`src/shared/msa_pkg.sv`:
```
// Contract
// - address types decode by range: private, generated, unassociated, multicast, broadcast.
// - exactly one own short address, private or generated type only.
// - a null extended identifier forces a private short address.
// - generated address drawn uniformly from generated range, unique in beacon group.
// - every transmitted frame carries own address in its source field.
// - unicast frames carry the recipient's short address as destination.
// - group frames carry a destination from the multicast range.
// - broadcast frames carry the all-ones destination.
// - never send to a private-address recipient outside a private reservation.
// - a private-address device sends only beacons outside private reservations.
// - unassociated devices are addressed with the reserved unassociated value.
// - generated holder flags conflict on a received header carrying its own source.
// - generated holder flags conflict on occupancy entry for a slot it missed awake.
// - a flagged conflict makes the device draw and adopt a new address.
// - frame received needs header ok flag, good check sequence, supported version.
// - header received needs header ok flag and supported version, check ignored.
package msa_pkg;
	// address ranges
	localparam logic [15:0] PRIV_MAX = 16'h00FF;
	localparam logic [15:0] GEN_MIN = 16'h0100;
	localparam logic [15:0] GEN_MAX = 16'hFEFF;
	localparam logic [15:0] UNASSOC = 16'hFF00;
	localparam logic [15:0] MCAST_MIN = 16'hFF01;
	localparam logic [15:0] MCAST_MAX = 16'hFFFE;
	localparam logic [15:0] BCAST = 16'hFFFF;
	// register offsets
	localparam logic [7:0] REG_CTRL = 8'h00;
	localparam logic [7:0] REG_PRIV = 8'h04;
	localparam logic [7:0] REG_ADDR = 8'h08;
	localparam logic [7:0] REG_GROUP = 8'h0C;
	localparam logic [7:0] REG_IRQ_STS = 8'h10;
	localparam logic [7:0] REG_IRQ_CLR = 8'h14;
	localparam logic [7:0] REG_IRQ_EN = 8'h18;
	// control fields, then address register flag bits
	localparam int CTRL_NULL_EUI = 0;
	localparam int CTRL_FORCE_PRIV = 1;
	localparam int CTRL_REGEN = 2;
	localparam int CTRL_GROUP_EN = 3;
	localparam int ADDR_GEN_BIT = 16;
	localparam int ADDR_READY_BIT = 17;
	// interrupt status bits
	localparam int IRQ_CONFLICT = 0;
	localparam int IRQ_FRAME = 1;
	localparam int IRQ_HEADER = 2;
	localparam int IRQ_TX_DENY = 3;
	localparam int IRQ_DISCARD = 4;
	localparam int IRQ_W = 5;
	// lfsr reset value and taps, version field width
	localparam logic [15:0] LFSR_SEED = 16'hACE1;
	localparam logic [15:0] LFSR_TAPS = 16'hB400;
	localparam int VER_W = 3;
	// kinds of transmitted destination
	typedef enum logic [1:0] {
		MSA_UNICAST = 2'h0,
		MSA_MULTICAST = 2'h1,
		MSA_BROADCAST = 2'h2,
		MSA_UNASSOC = 2'h3
	} msa_kind_t;
	typedef enum logic [2:0] {
		MSA_INIT = 3'h1,
		MSA_DRAW = 3'h2,
		MSA_HOLD = 3'h4
	} msa_state_t;
endpackage : msa_pkg

```
`src/shared/msa_rng_if.sv`:
```
`timescale 1ns/10ps
// random source carrier between the address keeper and its generator
interface msa_rng_if;
	logic step;
	logic [15:0] value;
	modport keeper (output step, input value);
	modport source (input step, output value);
endinterface : msa_rng_if

```
`src/rtl/msa_rng.sv`:
```
`timescale 1ns/10ps
// galois lfsr; visits every nonzero 16-bit value once per period
module msa_rng #(
	parameter logic [15:0] SEED = msa_pkg::LFSR_SEED
) (
	input wire logic ref_clk, // 25 MHz clock
	input wire logic rst_b, // async reset, active low
	msa_rng_if.source rng // step request and current value
);
	typedef struct packed {
		logic [15:0] lfsr;
	} msa_rng_st_t;
	msa_rng_st_t s;
	msa_rng_st_t next_s;

	////////////////////////////////////////////////////////////////
	// free running so the draw time adds entropy, step adds a turn
	always_comb
	begin
		next_s = s;
		next_s.lfsr = s.lfsr[0] ? ((s.lfsr >> 1) ^ msa_pkg::LFSR_TAPS) : (s.lfsr >> 1);
		if (rng.step)
		begin
			next_s.lfsr = next_s.lfsr[0] ?
				((next_s.lfsr >> 1) ^ msa_pkg::LFSR_TAPS) : (next_s.lfsr >> 1);
		end
	end

	always_ff @(posedge ref_clk or negedge rst_b)
	begin
		if (!rst_b)
			s <= '{lfsr: SEED};
		else
			s <= next_s;
	end

	assign rng.value = s.lfsr;
endmodule : msa_rng

```
`src/rtl/msa_addr_keeper.sv`:
```
// Decided for this implementation: the plain strobed port and the placing of the registers.
`timescale 1ns/10ps
module msa_addr_keeper #(
	parameter logic [msa_pkg::VER_W-1:0] SUPPORTED_VER = '0,
	parameter logic [15:0] SEED = msa_pkg::LFSR_SEED
) (
	input wire logic ref_clk, // 25 MHz clock
	input wire logic rst_b, // async reset, active low
	input wire logic [7:0] reg_addr, // register byte address
	input wire logic [31:0] reg_wdata, // write data
	input wire logic reg_wr, // write strobe
	input wire logic reg_rd, // read strobe
	output logic [31:0] reg_rdata, // read data, cycle after strobe
	output logic irq, // level interrupt
	input wire logic tx_req, // transmit request pulse
	input wire logic [1:0] tx_kind, // destination kind
	input wire logic [15:0] tx_dest, // recipient or group address
	input wire logic tx_beacon, // frame is a beacon
	input wire logic tx_in_priv_resv, // inside a private reservation
	output logic tx_go, // frame may go, pulse
	output logic tx_deny, // frame refused, pulse
	output logic [15:0] source_address_field, // held source field
	output logic [15:0] destination_address_field, // held destination field
	input wire logic rx_strobe, // received header and check result
	input wire logic header_ok_flag, // PHY header indication
	input wire logic rx_fcs_ok, // check sequence passed
	input wire logic [msa_pkg::VER_W-1:0] rx_ver, // protocol version
	input wire logic [15:0] rx_src, // received source field
	input wire logic [15:0] rx_dst, // received destination field
	input wire logic bso_strobe, // one occupancy entry of a beacon
	input wire logic [15:0] bso_addr, // address listed in the entry
	input wire logic bso_we_sent, // we sent a beacon in that slot
	input wire logic hibernating, // we slept through that slot
	output logic rx_frame_ok, // frame received, pulse
	output logic rx_header_ok, // header received, pulse
	output logic rx_deliver, // frame for us, pulse
	output logic addr_conflict, // conflict seen, pulse
	output logic [15:0] device_short_address, // own address
	output logic addr_ready // own address valid
);
	typedef struct packed {
		msa_pkg::msa_state_t state;
		logic [15:0] addr;
		logic gen;
		logic null_eui;
		logic force_priv;
		logic group_en;
		logic [7:0] priv;
		logic [15:0] group_address;
		logic [msa_pkg::IRQ_W-1:0] sts;
		logic [msa_pkg::IRQ_W-1:0] en;
		logic [31:0] rdata;
		logic irq;
		logic tx_go;
		logic tx_deny;
		logic [15:0] src_f;
		logic [15:0] dst_f;
		logic frame_ok;
		logic hdr_ok;
		logic deliver;
		logic conflict;
	} msa_st_t;

	msa_st_t s;
	msa_st_t next_s;
	msa_rng_if rng_bus();

	msa_rng #(
		.SEED(SEED)
	) u_rng (
		.ref_clk(ref_clk),
		.rst_b(rst_b),
		.rng(rng_bus.source)
	);

	// address type decode
	function automatic logic is_priv(input logic [15:0] a);
		is_priv = (a <= msa_pkg::PRIV_MAX);
	endfunction : is_priv

	function automatic logic is_mcast(input logic [15:0] a);
		is_mcast = (a >= msa_pkg::MCAST_MIN) && (a <= msa_pkg::MCAST_MAX);
	endfunction : is_mcast

	logic hold;
	logic hdr_good;
	logic self_src;
	logic bso_hit;
	logic dst_bad;
	logic [15:0] dst_val;
	logic [msa_pkg::IRQ_W-1:0] ev;
	logic [msa_pkg::IRQ_W-1:0] clr;

	////////////////////////////////////////////////////////////////
	// event decode, all same-clock inputs so no synchronisers
	always_comb
	begin
		hold = (s.state == msa_pkg::MSA_HOLD);
		hdr_good = header_ok_flag && (rx_ver == SUPPORTED_VER);
		self_src = rx_strobe && hdr_good && hold && s.gen && (rx_src == s.addr);
		bso_hit = bso_strobe && hold && s.gen && (bso_addr == s.addr)
			&& !bso_we_sent && !hibernating;
		dst_val = tx_dest;
		dst_bad = 1'b0;
		unique case (msa_pkg::msa_kind_t'(tx_kind))
			msa_pkg::MSA_UNICAST:
			begin
				dst_val = tx_dest;
				dst_bad = is_mcast(tx_dest) || (tx_dest >= msa_pkg::UNASSOC)
					|| (is_priv(tx_dest) && !tx_in_priv_resv);
			end
			msa_pkg::MSA_MULTICAST:
			begin
				dst_val = is_mcast(tx_dest) ? tx_dest : s.group_address;
				dst_bad = !is_mcast(dst_val);
			end
			msa_pkg::MSA_BROADCAST:
				dst_val = msa_pkg::BCAST;
			msa_pkg::MSA_UNASSOC:
				dst_val = msa_pkg::UNASSOC;
		endcase
	end

	////////////////////////////////////////////////////////////////
	// next state
	always_comb
	begin
		next_s = s;
		rng_bus.step = 1'b0;
		next_s.tx_go = 1'b0;
		next_s.tx_deny = 1'b0;
		next_s.frame_ok = 1'b0;
		next_s.hdr_ok = 1'b0;
		next_s.deliver = 1'b0;
		next_s.conflict = self_src || bso_hit;
		ev = '0;
		clr = '0;

		// address selection
		unique case (s.state)
			msa_pkg::MSA_INIT:
			begin
				if (s.null_eui || s.force_priv)
				begin
					next_s.addr = {8'h00, s.priv};
					next_s.gen = 1'b0;
					next_s.state = msa_pkg::MSA_HOLD;
				end
				else
					next_s.state = msa_pkg::MSA_DRAW;
			end
			msa_pkg::MSA_DRAW:
			begin
				// rejection keeps the draw uniform; old value skipped after conflict
				rng_bus.step = 1'b1;
				if (rng_bus.value >= msa_pkg::GEN_MIN && rng_bus.value <= msa_pkg::GEN_MAX
					&& rng_bus.value != s.addr)
				begin
					next_s.addr = rng_bus.value;
					next_s.gen = 1'b1;
					next_s.state = msa_pkg::MSA_HOLD;
				end
			end
			msa_pkg::MSA_HOLD:
			begin
				if (self_src || bso_hit)
					next_s.state = msa_pkg::MSA_DRAW;
			end
			default:
				next_s.state = msa_pkg::MSA_INIT;
		endcase

		// transmit path: fields held until the next request
		if (tx_req)
		begin
			next_s.src_f = s.addr;
			next_s.dst_f = dst_val;
			if (!hold || dst_bad
				|| (is_priv(s.addr) && !tx_beacon && !tx_in_priv_resv))
			begin
				next_s.tx_deny = 1'b1;
				ev[msa_pkg::IRQ_TX_DENY] = 1'b1;
			end
			else
				next_s.tx_go = 1'b1;
		end

		// receive path
		if (rx_strobe)
		begin
			next_s.hdr_ok = hdr_good;
			next_s.frame_ok = hdr_good && rx_fcs_ok;
			next_s.deliver = hdr_good && rx_fcs_ok && hold && ((rx_dst == s.addr)
				|| (s.group_en && rx_dst == s.group_address)
				|| (rx_dst == msa_pkg::BCAST));
			ev[msa_pkg::IRQ_HEADER] = hdr_good;
			ev[msa_pkg::IRQ_FRAME] = hdr_good && rx_fcs_ok;
			ev[msa_pkg::IRQ_DISCARD] = hdr_good && rx_fcs_ok && !next_s.deliver;
		end
		ev[msa_pkg::IRQ_CONFLICT] = self_src || bso_hit;

		// register writes
		if (reg_wr)
		begin
			unique case (reg_addr)
				msa_pkg::REG_CTRL:
				begin
					next_s.null_eui = reg_wdata[msa_pkg::CTRL_NULL_EUI];
					next_s.force_priv = reg_wdata[msa_pkg::CTRL_FORCE_PRIV];
					next_s.group_en = reg_wdata[msa_pkg::CTRL_GROUP_EN];
					if (reg_wdata[msa_pkg::CTRL_REGEN])
						next_s.state = msa_pkg::MSA_INIT;
				end
				msa_pkg::REG_PRIV:
					next_s.priv = reg_wdata[7:0];
				msa_pkg::REG_GROUP:
					next_s.group_address = reg_wdata[15:0];
				msa_pkg::REG_IRQ_CLR:
					clr = reg_wdata[msa_pkg::IRQ_W-1:0];
				msa_pkg::REG_IRQ_EN:
					next_s.en = reg_wdata[msa_pkg::IRQ_W-1:0];
				default:
					clr = '0;
			endcase
		end
		// a new event wins over a clear in the same cycle
		next_s.sts = (s.sts & ~clr) | ev;
		next_s.irq = |(next_s.sts & next_s.en);

		// reads answer one cycle later; unmapped reads return zero
		next_s.rdata = 32'h0000_0000;
		if (reg_rd)
		begin
			unique case (reg_addr)
				msa_pkg::REG_CTRL:
					next_s.rdata = {28'h0, s.group_en, 1'b0, s.force_priv, s.null_eui};
				msa_pkg::REG_PRIV:
					next_s.rdata = {24'h0, s.priv};
				msa_pkg::REG_ADDR:
					next_s.rdata = {14'h0, hold, s.gen, s.addr};
				msa_pkg::REG_GROUP:
					next_s.rdata = {16'h0, s.group_address};
				msa_pkg::REG_IRQ_STS:
					next_s.rdata = {27'h0, s.sts};
				msa_pkg::REG_IRQ_EN:
					next_s.rdata = {27'h0, s.en};
				default:
					next_s.rdata = 32'h0000_0000;
			endcase
		end
	end

	////////////////////////////////////////////////////////////////
	// state register
	always_ff @(posedge ref_clk or negedge rst_b)
	begin
		if (!rst_b)
		begin
			s <= '0;
			s.state <= msa_pkg::MSA_INIT;
		end
		else
			s <= next_s;
	end

	// outputs straight from flops; addr_ready decoded from the state register
	assign reg_rdata = s.rdata;
	assign irq = s.irq;
	assign tx_go = s.tx_go;
	assign tx_deny = s.tx_deny;
	assign source_address_field = s.src_f;
	assign destination_address_field = s.dst_f;
	assign rx_frame_ok = s.frame_ok;
	assign rx_header_ok = s.hdr_ok;
	assign rx_deliver = s.deliver;
	assign addr_conflict = s.conflict;
	assign device_short_address = s.addr;
	assign addr_ready = (s.state == msa_pkg::MSA_HOLD);
endmodule : msa_addr_keeper

```
`config.mk`:
```
export PLATFORM = sky130hd
export DESIGN_NAME = msa_addr_keeper
export DESIGN_NICKNAME = d
export VERILOG_FILES = /design/src/shared/msa_pkg.sv /design/src/shared/msa_rng_if.sv /design/src/rtl/msa_rng.sv /design/src/rtl/msa_addr_keeper.sv
export SDC_FILE = /design/constraint.sdc
export NUM_CORES = 1
export LEC_CHECK = 0
export BUFFER_PORTS_ARGS = -buffer_cell sky130_fd_sc_hd__buf_2
export CAP_MARGIN = 20
export CORE_AREA = 2 2 135 169
export DETAILED_ROUTE_END_ITERATION = 8
export DIE_AREA = 0 0 137 171
export PLACE_DENSITY = 0.58
export SLEW_MARGIN = 20
export SYNTH_ARGS = -nofsm -noshare
export SYNTH_HDL_FRONTEND = slang
export SYNTH_SLANG_ARGS = --single-unit
```
`constraint.sdc`:
```
create_clock -name ref_clk -period 2.7 [get_ports ref_clk]
set_input_delay 0.27 -clock ref_clk [delete_from_list [all_inputs] [get_ports ref_clk]]
set_output_delay 0.27 -clock ref_clk [all_outputs]
set_load 0.02 [all_outputs]
```
# After elaboration in Yosys (flattened, before gate mapping)
# Index checks and enable logic that the tools add are counted.
[word_totals]
ff_bits = 144
inputBits = 122
output_inout_bits = 88
word_cells = 131
[op_classes]
n_lt_le_gt_ge = 9
n_eq_ne = 20
n_mux = 29
n_bitwise = 6
n_reduce_logical = 46
[op_table]
columns = ["operator", "n"]
rows = [
  ["one-hot mux 18 bit (6 select lines)", 1],
  ["equality test 16 bit", 4],
  ["two-way mux 16 bit", 4],
  ["one-hot mux 16 bit (4 select lines)", 1],
  [">= comparator 16 bit (second input constant)", 3],
  ["<= comparator 16 bit (second input constant)", 3],
  ["two-way mux 34 bit", 1],
  ["one-hot mux 17 bit (2 select lines)", 1],
  ["<= comparator 16 x 8 -> 1 bit (second input constant)", 2],
  ["equality test 8 x 5 -> 1 bit (second input constant)", 3],
  ["logical AND 1 bit", 22],
  ["two-way mux 20 bit", 1],
  ["two-way mux 5 bit", 4],
  ["two-way mux 18 bit", 1],
  ["two-way mux 3 bit", 6],
  ["two-way mux 17 bit", 1],
  ["equality test 16 bit (second input constant)", 1],
  ["equality test 8 x 4 -> 1 bit (second input constant)", 2],
  [">= comparator 16 x 9 -> 1 bit (second input constant)", 1],
  ["!= test 16 bit", 1],
  ["AND 5 bit", 2],
  ["one-hot mux 3 bit (3 select lines)", 1],
  ["equality test 8 x 3 -> 1 bit (second input constant)", 1],
  ["logical NOT 8 bit", 1],
  ["other kinds (20)", 42],
]

# Logic depth before layout (Yosys ltp)
[depth]
word_depth = 14
mapped_depth = 9
mapped_depth_nobuf = 8

# By module
# From an unflattened synthesis, not the netlist that was laid out.
[hier_totals]
cells_unflattened = 708
area_unflattened_um2 = 7373.3
[modules_own_cells]
columns = ["mod", "instances", "cells_each", "area_per_inst_um2", "seq_area_each_um2"]
rows = [
  ["msa_addr_keeper", 1, 662, 6712.7, 2854.0],
  ["msa_rng", 1, 46, 660.6, 410.4],
]

# Least setup slack after synthesis
# OpenSTA, ideal clock, no wires.
[synth_timing]
kind = "register to register"
startpoint = "register u_rng.s (netlist bit u_rng.rng.value[0])"
endpoint = "register s (netlist bit device_short_address[7])"
setup_time_ns = 0.125
arrival_time_ns = 1.958
required_ns = 2.575
slack_ns = 0.617
stages_incl_launch_ff = 10
path_buffers = 3
period_less_slack_ns = 2.083
path_cell_list = "dfstp_2 > buf_2 > xor2_1 > nor4_2 > nand4_1 > and3_1 > buf_6 > buf_6 > a22o_1 > mux2_2"
[synth_between]
elab_chain_cells = 5
word_cells_on_any_way = 7
classes_between = "order compare (2); eq/ne (2); reduce/logical (3)"
[synth_lines]
columns = ["element", "line_no", "text"]
rows = [
  ["from (decl)", "msa_rng.sv:13", "msa_rng_st_t s;"],
  ["from (signal assigned)", "msa_rng.sv:32", "s <= '{lfsr: SEED};"],
  ["from (signal assigned)", "msa_rng.sv:34", "s <= next_s;"],
  [">= comparator 16 x 9 -> 1 bit or <= comparator 16 bit (tied branches)", "msa_addr_keeper.sv:156", "if (rng_bus.value >= msa_pkg::GEN_MIN && rng_bus.value <= msa_pkg::GEN_MAX"],
  ["logical AND 1 bit", "msa_addr_keeper.sv:156", ""],
  ["logical AND 1 bit *", "msa_addr_keeper.sv:157", "&& rng_bus.value != s.addr)"],
  ["!= test 2 bit (no source line) *", "n/a", ""],
  ["AND reduction 3 bit (no source line) *", "n/a", ""],
  ["to (signal assigned)", "msa_addr_keeper.sv:263", "s <= next_s;"],
  ["to (decl)", "msa_addr_keeper.sv:64", "msa_st_t s;"],
]
# Every way passes the cells marked *; elsewhere a longest branch is shown, timed or not.
# A chain may end at the register's enable or synchronous reset.

# Worst setup path in the final report
[layout_timing]
startpoint = "register s[125] in the netlist's numbering"
endpoint = "register s (netlist bit device_short_address[6])"
[layout_between]
elab_chain_cells = 3
word_cells_on_any_way = 7
classes_between = "eq/ne (4); mux (1); reduce/logical (2)"
[layout_lines]
columns = ["element", "line_no", "text"]
rows = [
  ["equality test 3 x 2 -> 1 bit or equality test 3 x 1 -> 1 bit (tied branches)", "msa_addr_keeper.sv:140", "unique case (s.state)"],
  ["!= test 2 bit (no source line) or nonzero test 2 bit (tied branches)", "n/a", ""],
  ["AND reduction 3 bit (no source line)", "n/a", ""],
]
# Parallel ways exist; a longest one is shown, timed or not.

==> flow_summary_export.csv <==
group,metric,value,unit
setup_path,r2r_slack,0.20,ns
sta,finalCritPeriodShare,92.5,%
setup_path,cp-start-kind,"flop",
global_route,antenna_found_initial,0,
power_and_ir_drop,ir_drop,0.453,mV
floorplanning,fp.dieH,171,um
setup_path,worst-path-max-fanout,17,
power_and_ir_drop,p_comb_share,33.5,%
setup_path,reg2reg_depth,6,
cts,postCtsSetupRepairBufs,0,
cts,cts_buffers,17,
layout,insertedDiodeCount,0,
setup_path,critPathBufInv,1,
floorplanning,start_util,34.2,%
setup_path,startpoint,"s[125]$_DFF_PN1_",
power_and_ir_drop,pwr-share-clk,28.5,%
sta,setup_violations,0,
global_route,grt_max_degree,57,
layout,final.fill_count,2217,
sta,hold_violations,0,
setup_path,cp.depth,6,
power_and_ir_drop,power,0.00758,W
power_and_ir_drop,p_leak,4.31,nW
routing,first_iter_violations,405,
sta,max_slew_margin,32.1,%
placed_design,gp_congestion,0.832,
power_and_ir_drop,seqPwrFrac,38.0,%
routing,dr_total_vias,5945,
routing,viasPerCell,5.11,
power_and_ir_drop,power_density,866,nW/um2
outcome,status,"finished clean",
logic_synthesis,synth_area,7510,um2
cts,clockRootBuffer,"clkbuf_16",
floorplanning,core_area,22000,um2
setup_path,cp_top_family,"simple AND/OR/NAND/NOR gates",
routing,drc,0,
logic_synthesis,synth_edf_count,0,
logic_synthesis,synth_warnings,0,
layout,fin_cells,1163,
routing,dr.pass1.iters,5,
setup_path,path_cells,"inv_1 -> nand2_1 -> nor2_1 -> and3_1 -> a22o_1 -> mux2_2",
floorplanning,ioPinCount,210,
cts,cts_tree,"yes",
sta,setup-tns-final,0,ns
setup_path,crit_slowest_cell,"nor2_1",
logic_synthesis,ys_ff_latch,130,
sta,drv_slew,0,
logic_synthesis,avgSynthCellArea,10.0,um2
power_and_ir_drop,swShare,38.0,%
floorplanning,die_area,23400,um2
sta,rsz0062_at_grt,"no",
setup_path,end_kind,"flop",
logic_synthesis,ys.flop_type,"dfrtp_1",
global_route,gr-total-overflow,0,
logic_synthesis,seq_area_frac_synth,43.5,%
cts,clkSinkCount,130,
routing,wl_per_cell,19.6,um
layout,area_growth,16.6,%
logic_synthesis,async_flop_share,100,%
run,cap_violations,0,
placed_design,dp_hpwl,17.4,mm
sta,skew,0.00894,ns
power_and_ir_drop,p_sw,0.00288,W
power_and_ir_drop,power.internal,0.00470,W
cts,insertion_delay,0.43,ns
global_route,grt_use_total,19.5,%
setup_path,r2r_end,"device_short_address[6]$_DFFE_PN0P_",
logic_synthesis,syn_inst,751,
setup_path,max_stage_delay,0.78,ns
floorplanning,die_w,137,um
placed_design,port_buffers,179,
cts,post_cts_resized,0,
layout,layout-drive-gt1-share,34.0,%
setup_path,crit_end,"device_short_address[6]$_DFFE_PN0P_",
setup_path,crit_required,3.06,ns
layout,multi_input_area,3270,um2
cts,clk_path_buf_depth,2,
sta,maxClockFrequency,401,MHz
layout,final_nets,989,
routing,antenna_left,0,
floorplanning,rows,61,
placed_design,place_inst,1130,
logic_synthesis,ys_types,58,
hold_path,holdCritPathClass,"in2reg",
setup_path,rr_startpoint,"s[125]$_DFF_PN1_",
setup_path,path_class,"reg2reg",
global_route,grt_first_pass_wirelength,33.9,mm
cts,htree_levels,4,
sta,fin_crit,2.50,ns
cts,clk_pin_slew,0.06,ns
setup_path,cp_data_arrival_time,2.86,ns
global_route,first_global_vias,5945,
routing,wl,22.8,mm
layout,seq_area,3260,um2
sta,worst_pin_slew,1.02,ns
layer usage:
layer  track usage, %  up-vias  share of wire [%]
met3             4.50       54                5.2
li1                 -     2782                  -
met5                0        -                  0
met1             23.1     2917                 41
met4             10.8        0                4.2
met2             32.5      192                 50
cell families (layout without fill, tap and decap cells):
kind of cell	count (synthesis)	in the layout	synth area share, %
xor gates and xnor gates	87	87	10.1
muxes	52	52	7.63
and+or+nand+nor	181	181	12.6
DFF	130	130	43.5
AOI/OAI and AO/OA	135	135	12.6
other	1	14	0.0499
buffers and inverters	165	281	13.6
sequential cells by signal (all words and copies together) (netlist names), 16 cells and up:
name	count
s	41
reg_rdata	18
destination_address_field	16
device_short_address	16
source_address_field	16
u_rng.rng.value	16
layout by cell type, fill, tap and decap left out, types with 21 or more instances in the layout:
master     n
nor4_1    21
o21ai_0   35
a21oi_1   22
mux2_2    42
xnor2_1   36
buf_4     30
inv_1     37
dfrtp_1  121
xor2_1    51
nand2_1   65
buf_2    178
nor2_1    23
nand4_1   23
a22o_1    23
power groups by stage:
| stage | combinational [W] | sequential (W) | clock, W |
|---|---|---|---|
| finish | 0.00254 | 0.00288 | 0.00216 |
| global route | 0.00277 | 0.00295 | 0.00228 |
| CTS | 0.00256 | 0.00288 | 0.00219 |
| detailed placement | 0.00255 | 0.00291 | 0 |
| global placement | 0.00253 | 0.00290 | 0 |
| floorplan | 0.00221 | 0.00266 | 0 |
worst min-delay path by stage:
stage	cells past startpoint	start	slack, ns	end
6_report	2	reg_wdata[10]	0.08	s[91]$_DFFE_PN0P_
5_1_grt	2	reg_wdata[10]	0.06	s[91]$_DFFE_PN0P_
4_1_cts	2	reg_wdata[10]	0.06	s[91]$_DFFE_PN0P_
3_5_place_dp	1	rst_b	0.40	addr_conflict$_DFF_PN0_
3_3_place_gp	1	rst_b	0.39	addr_conflict$_DFF_PN0_
2_1_floorplan	0	rst_b	-0.03	addr_conflict$_DFF_PN0_
synthesized netlist by cell type (5+ instances only):
cell type    n  area (um2)
nand2_1     65         244
nor2_1      23        86.3
clkbuf_1    16        60.1
a21oi_1     22         110
nor3_1       8        40.0
buf_2       17        85.1
nand4_1     23         144
and3_1       7        43.8
o21ai_0     35         175
xnor2_1     36         315
dfstp_2      9         236
mux2_2      42         473
nand3_1      8        40.0
buf_4       83         623
mux2i_1     10         100
o221ai_1    16         140
a22oi_1      5        37.5
a22o_1      23         201
nor4_1      21         131
buf_6        9         101
xor2_1      51         447
dfrtp_1    121        3030
inv_1       37         139
layout make-up:
| cell class | instances | area share (%) |
|---|---|---|
| clock inverter | 13 | 1.19 |
| tap | 283 | 4.04 |
| sequential | 130 | 37.3 |
| inverter | 38 | 1.63 |
| timing repair buffer | 211 | 13.3 |
| multi-input combinational | 469 | 37.4 |
| clock buffer | 19 | 5.17 |
worst register-to-register path, delay by kind of cell (launching register included):
kind	cells	cell delay (ns)
buf+inv	1	0.06
compound gates	1	0.23
flops	1	0.37
simple gates	3	1.62
mux	1	0.15
stage by stage:
stage	utilization [%]	instance area (um2)	setup WS, ns	hold slack (ns)
5_1_grt	39.8	8760	0.0127	0.0612
3_5_place_dp	37.3	8190	0.252	0.399
2_1_floorplan	-	7560	0.617	-0.0256
4_1_cts	39.8	8760	0.231	0.0603
6_report	39.8	8760	0.203	0.0751
3_3_place_gp	37.3	8190	0.255	0.393
repair_timing:
action / in CTS / in global routing
hold buffers: 1 / 0
endpoints found under the setup margin: 0 / 0
endpoints found under the hold margin: 53 / 0
Note: power is estimated with default switching activity, not from simulation.
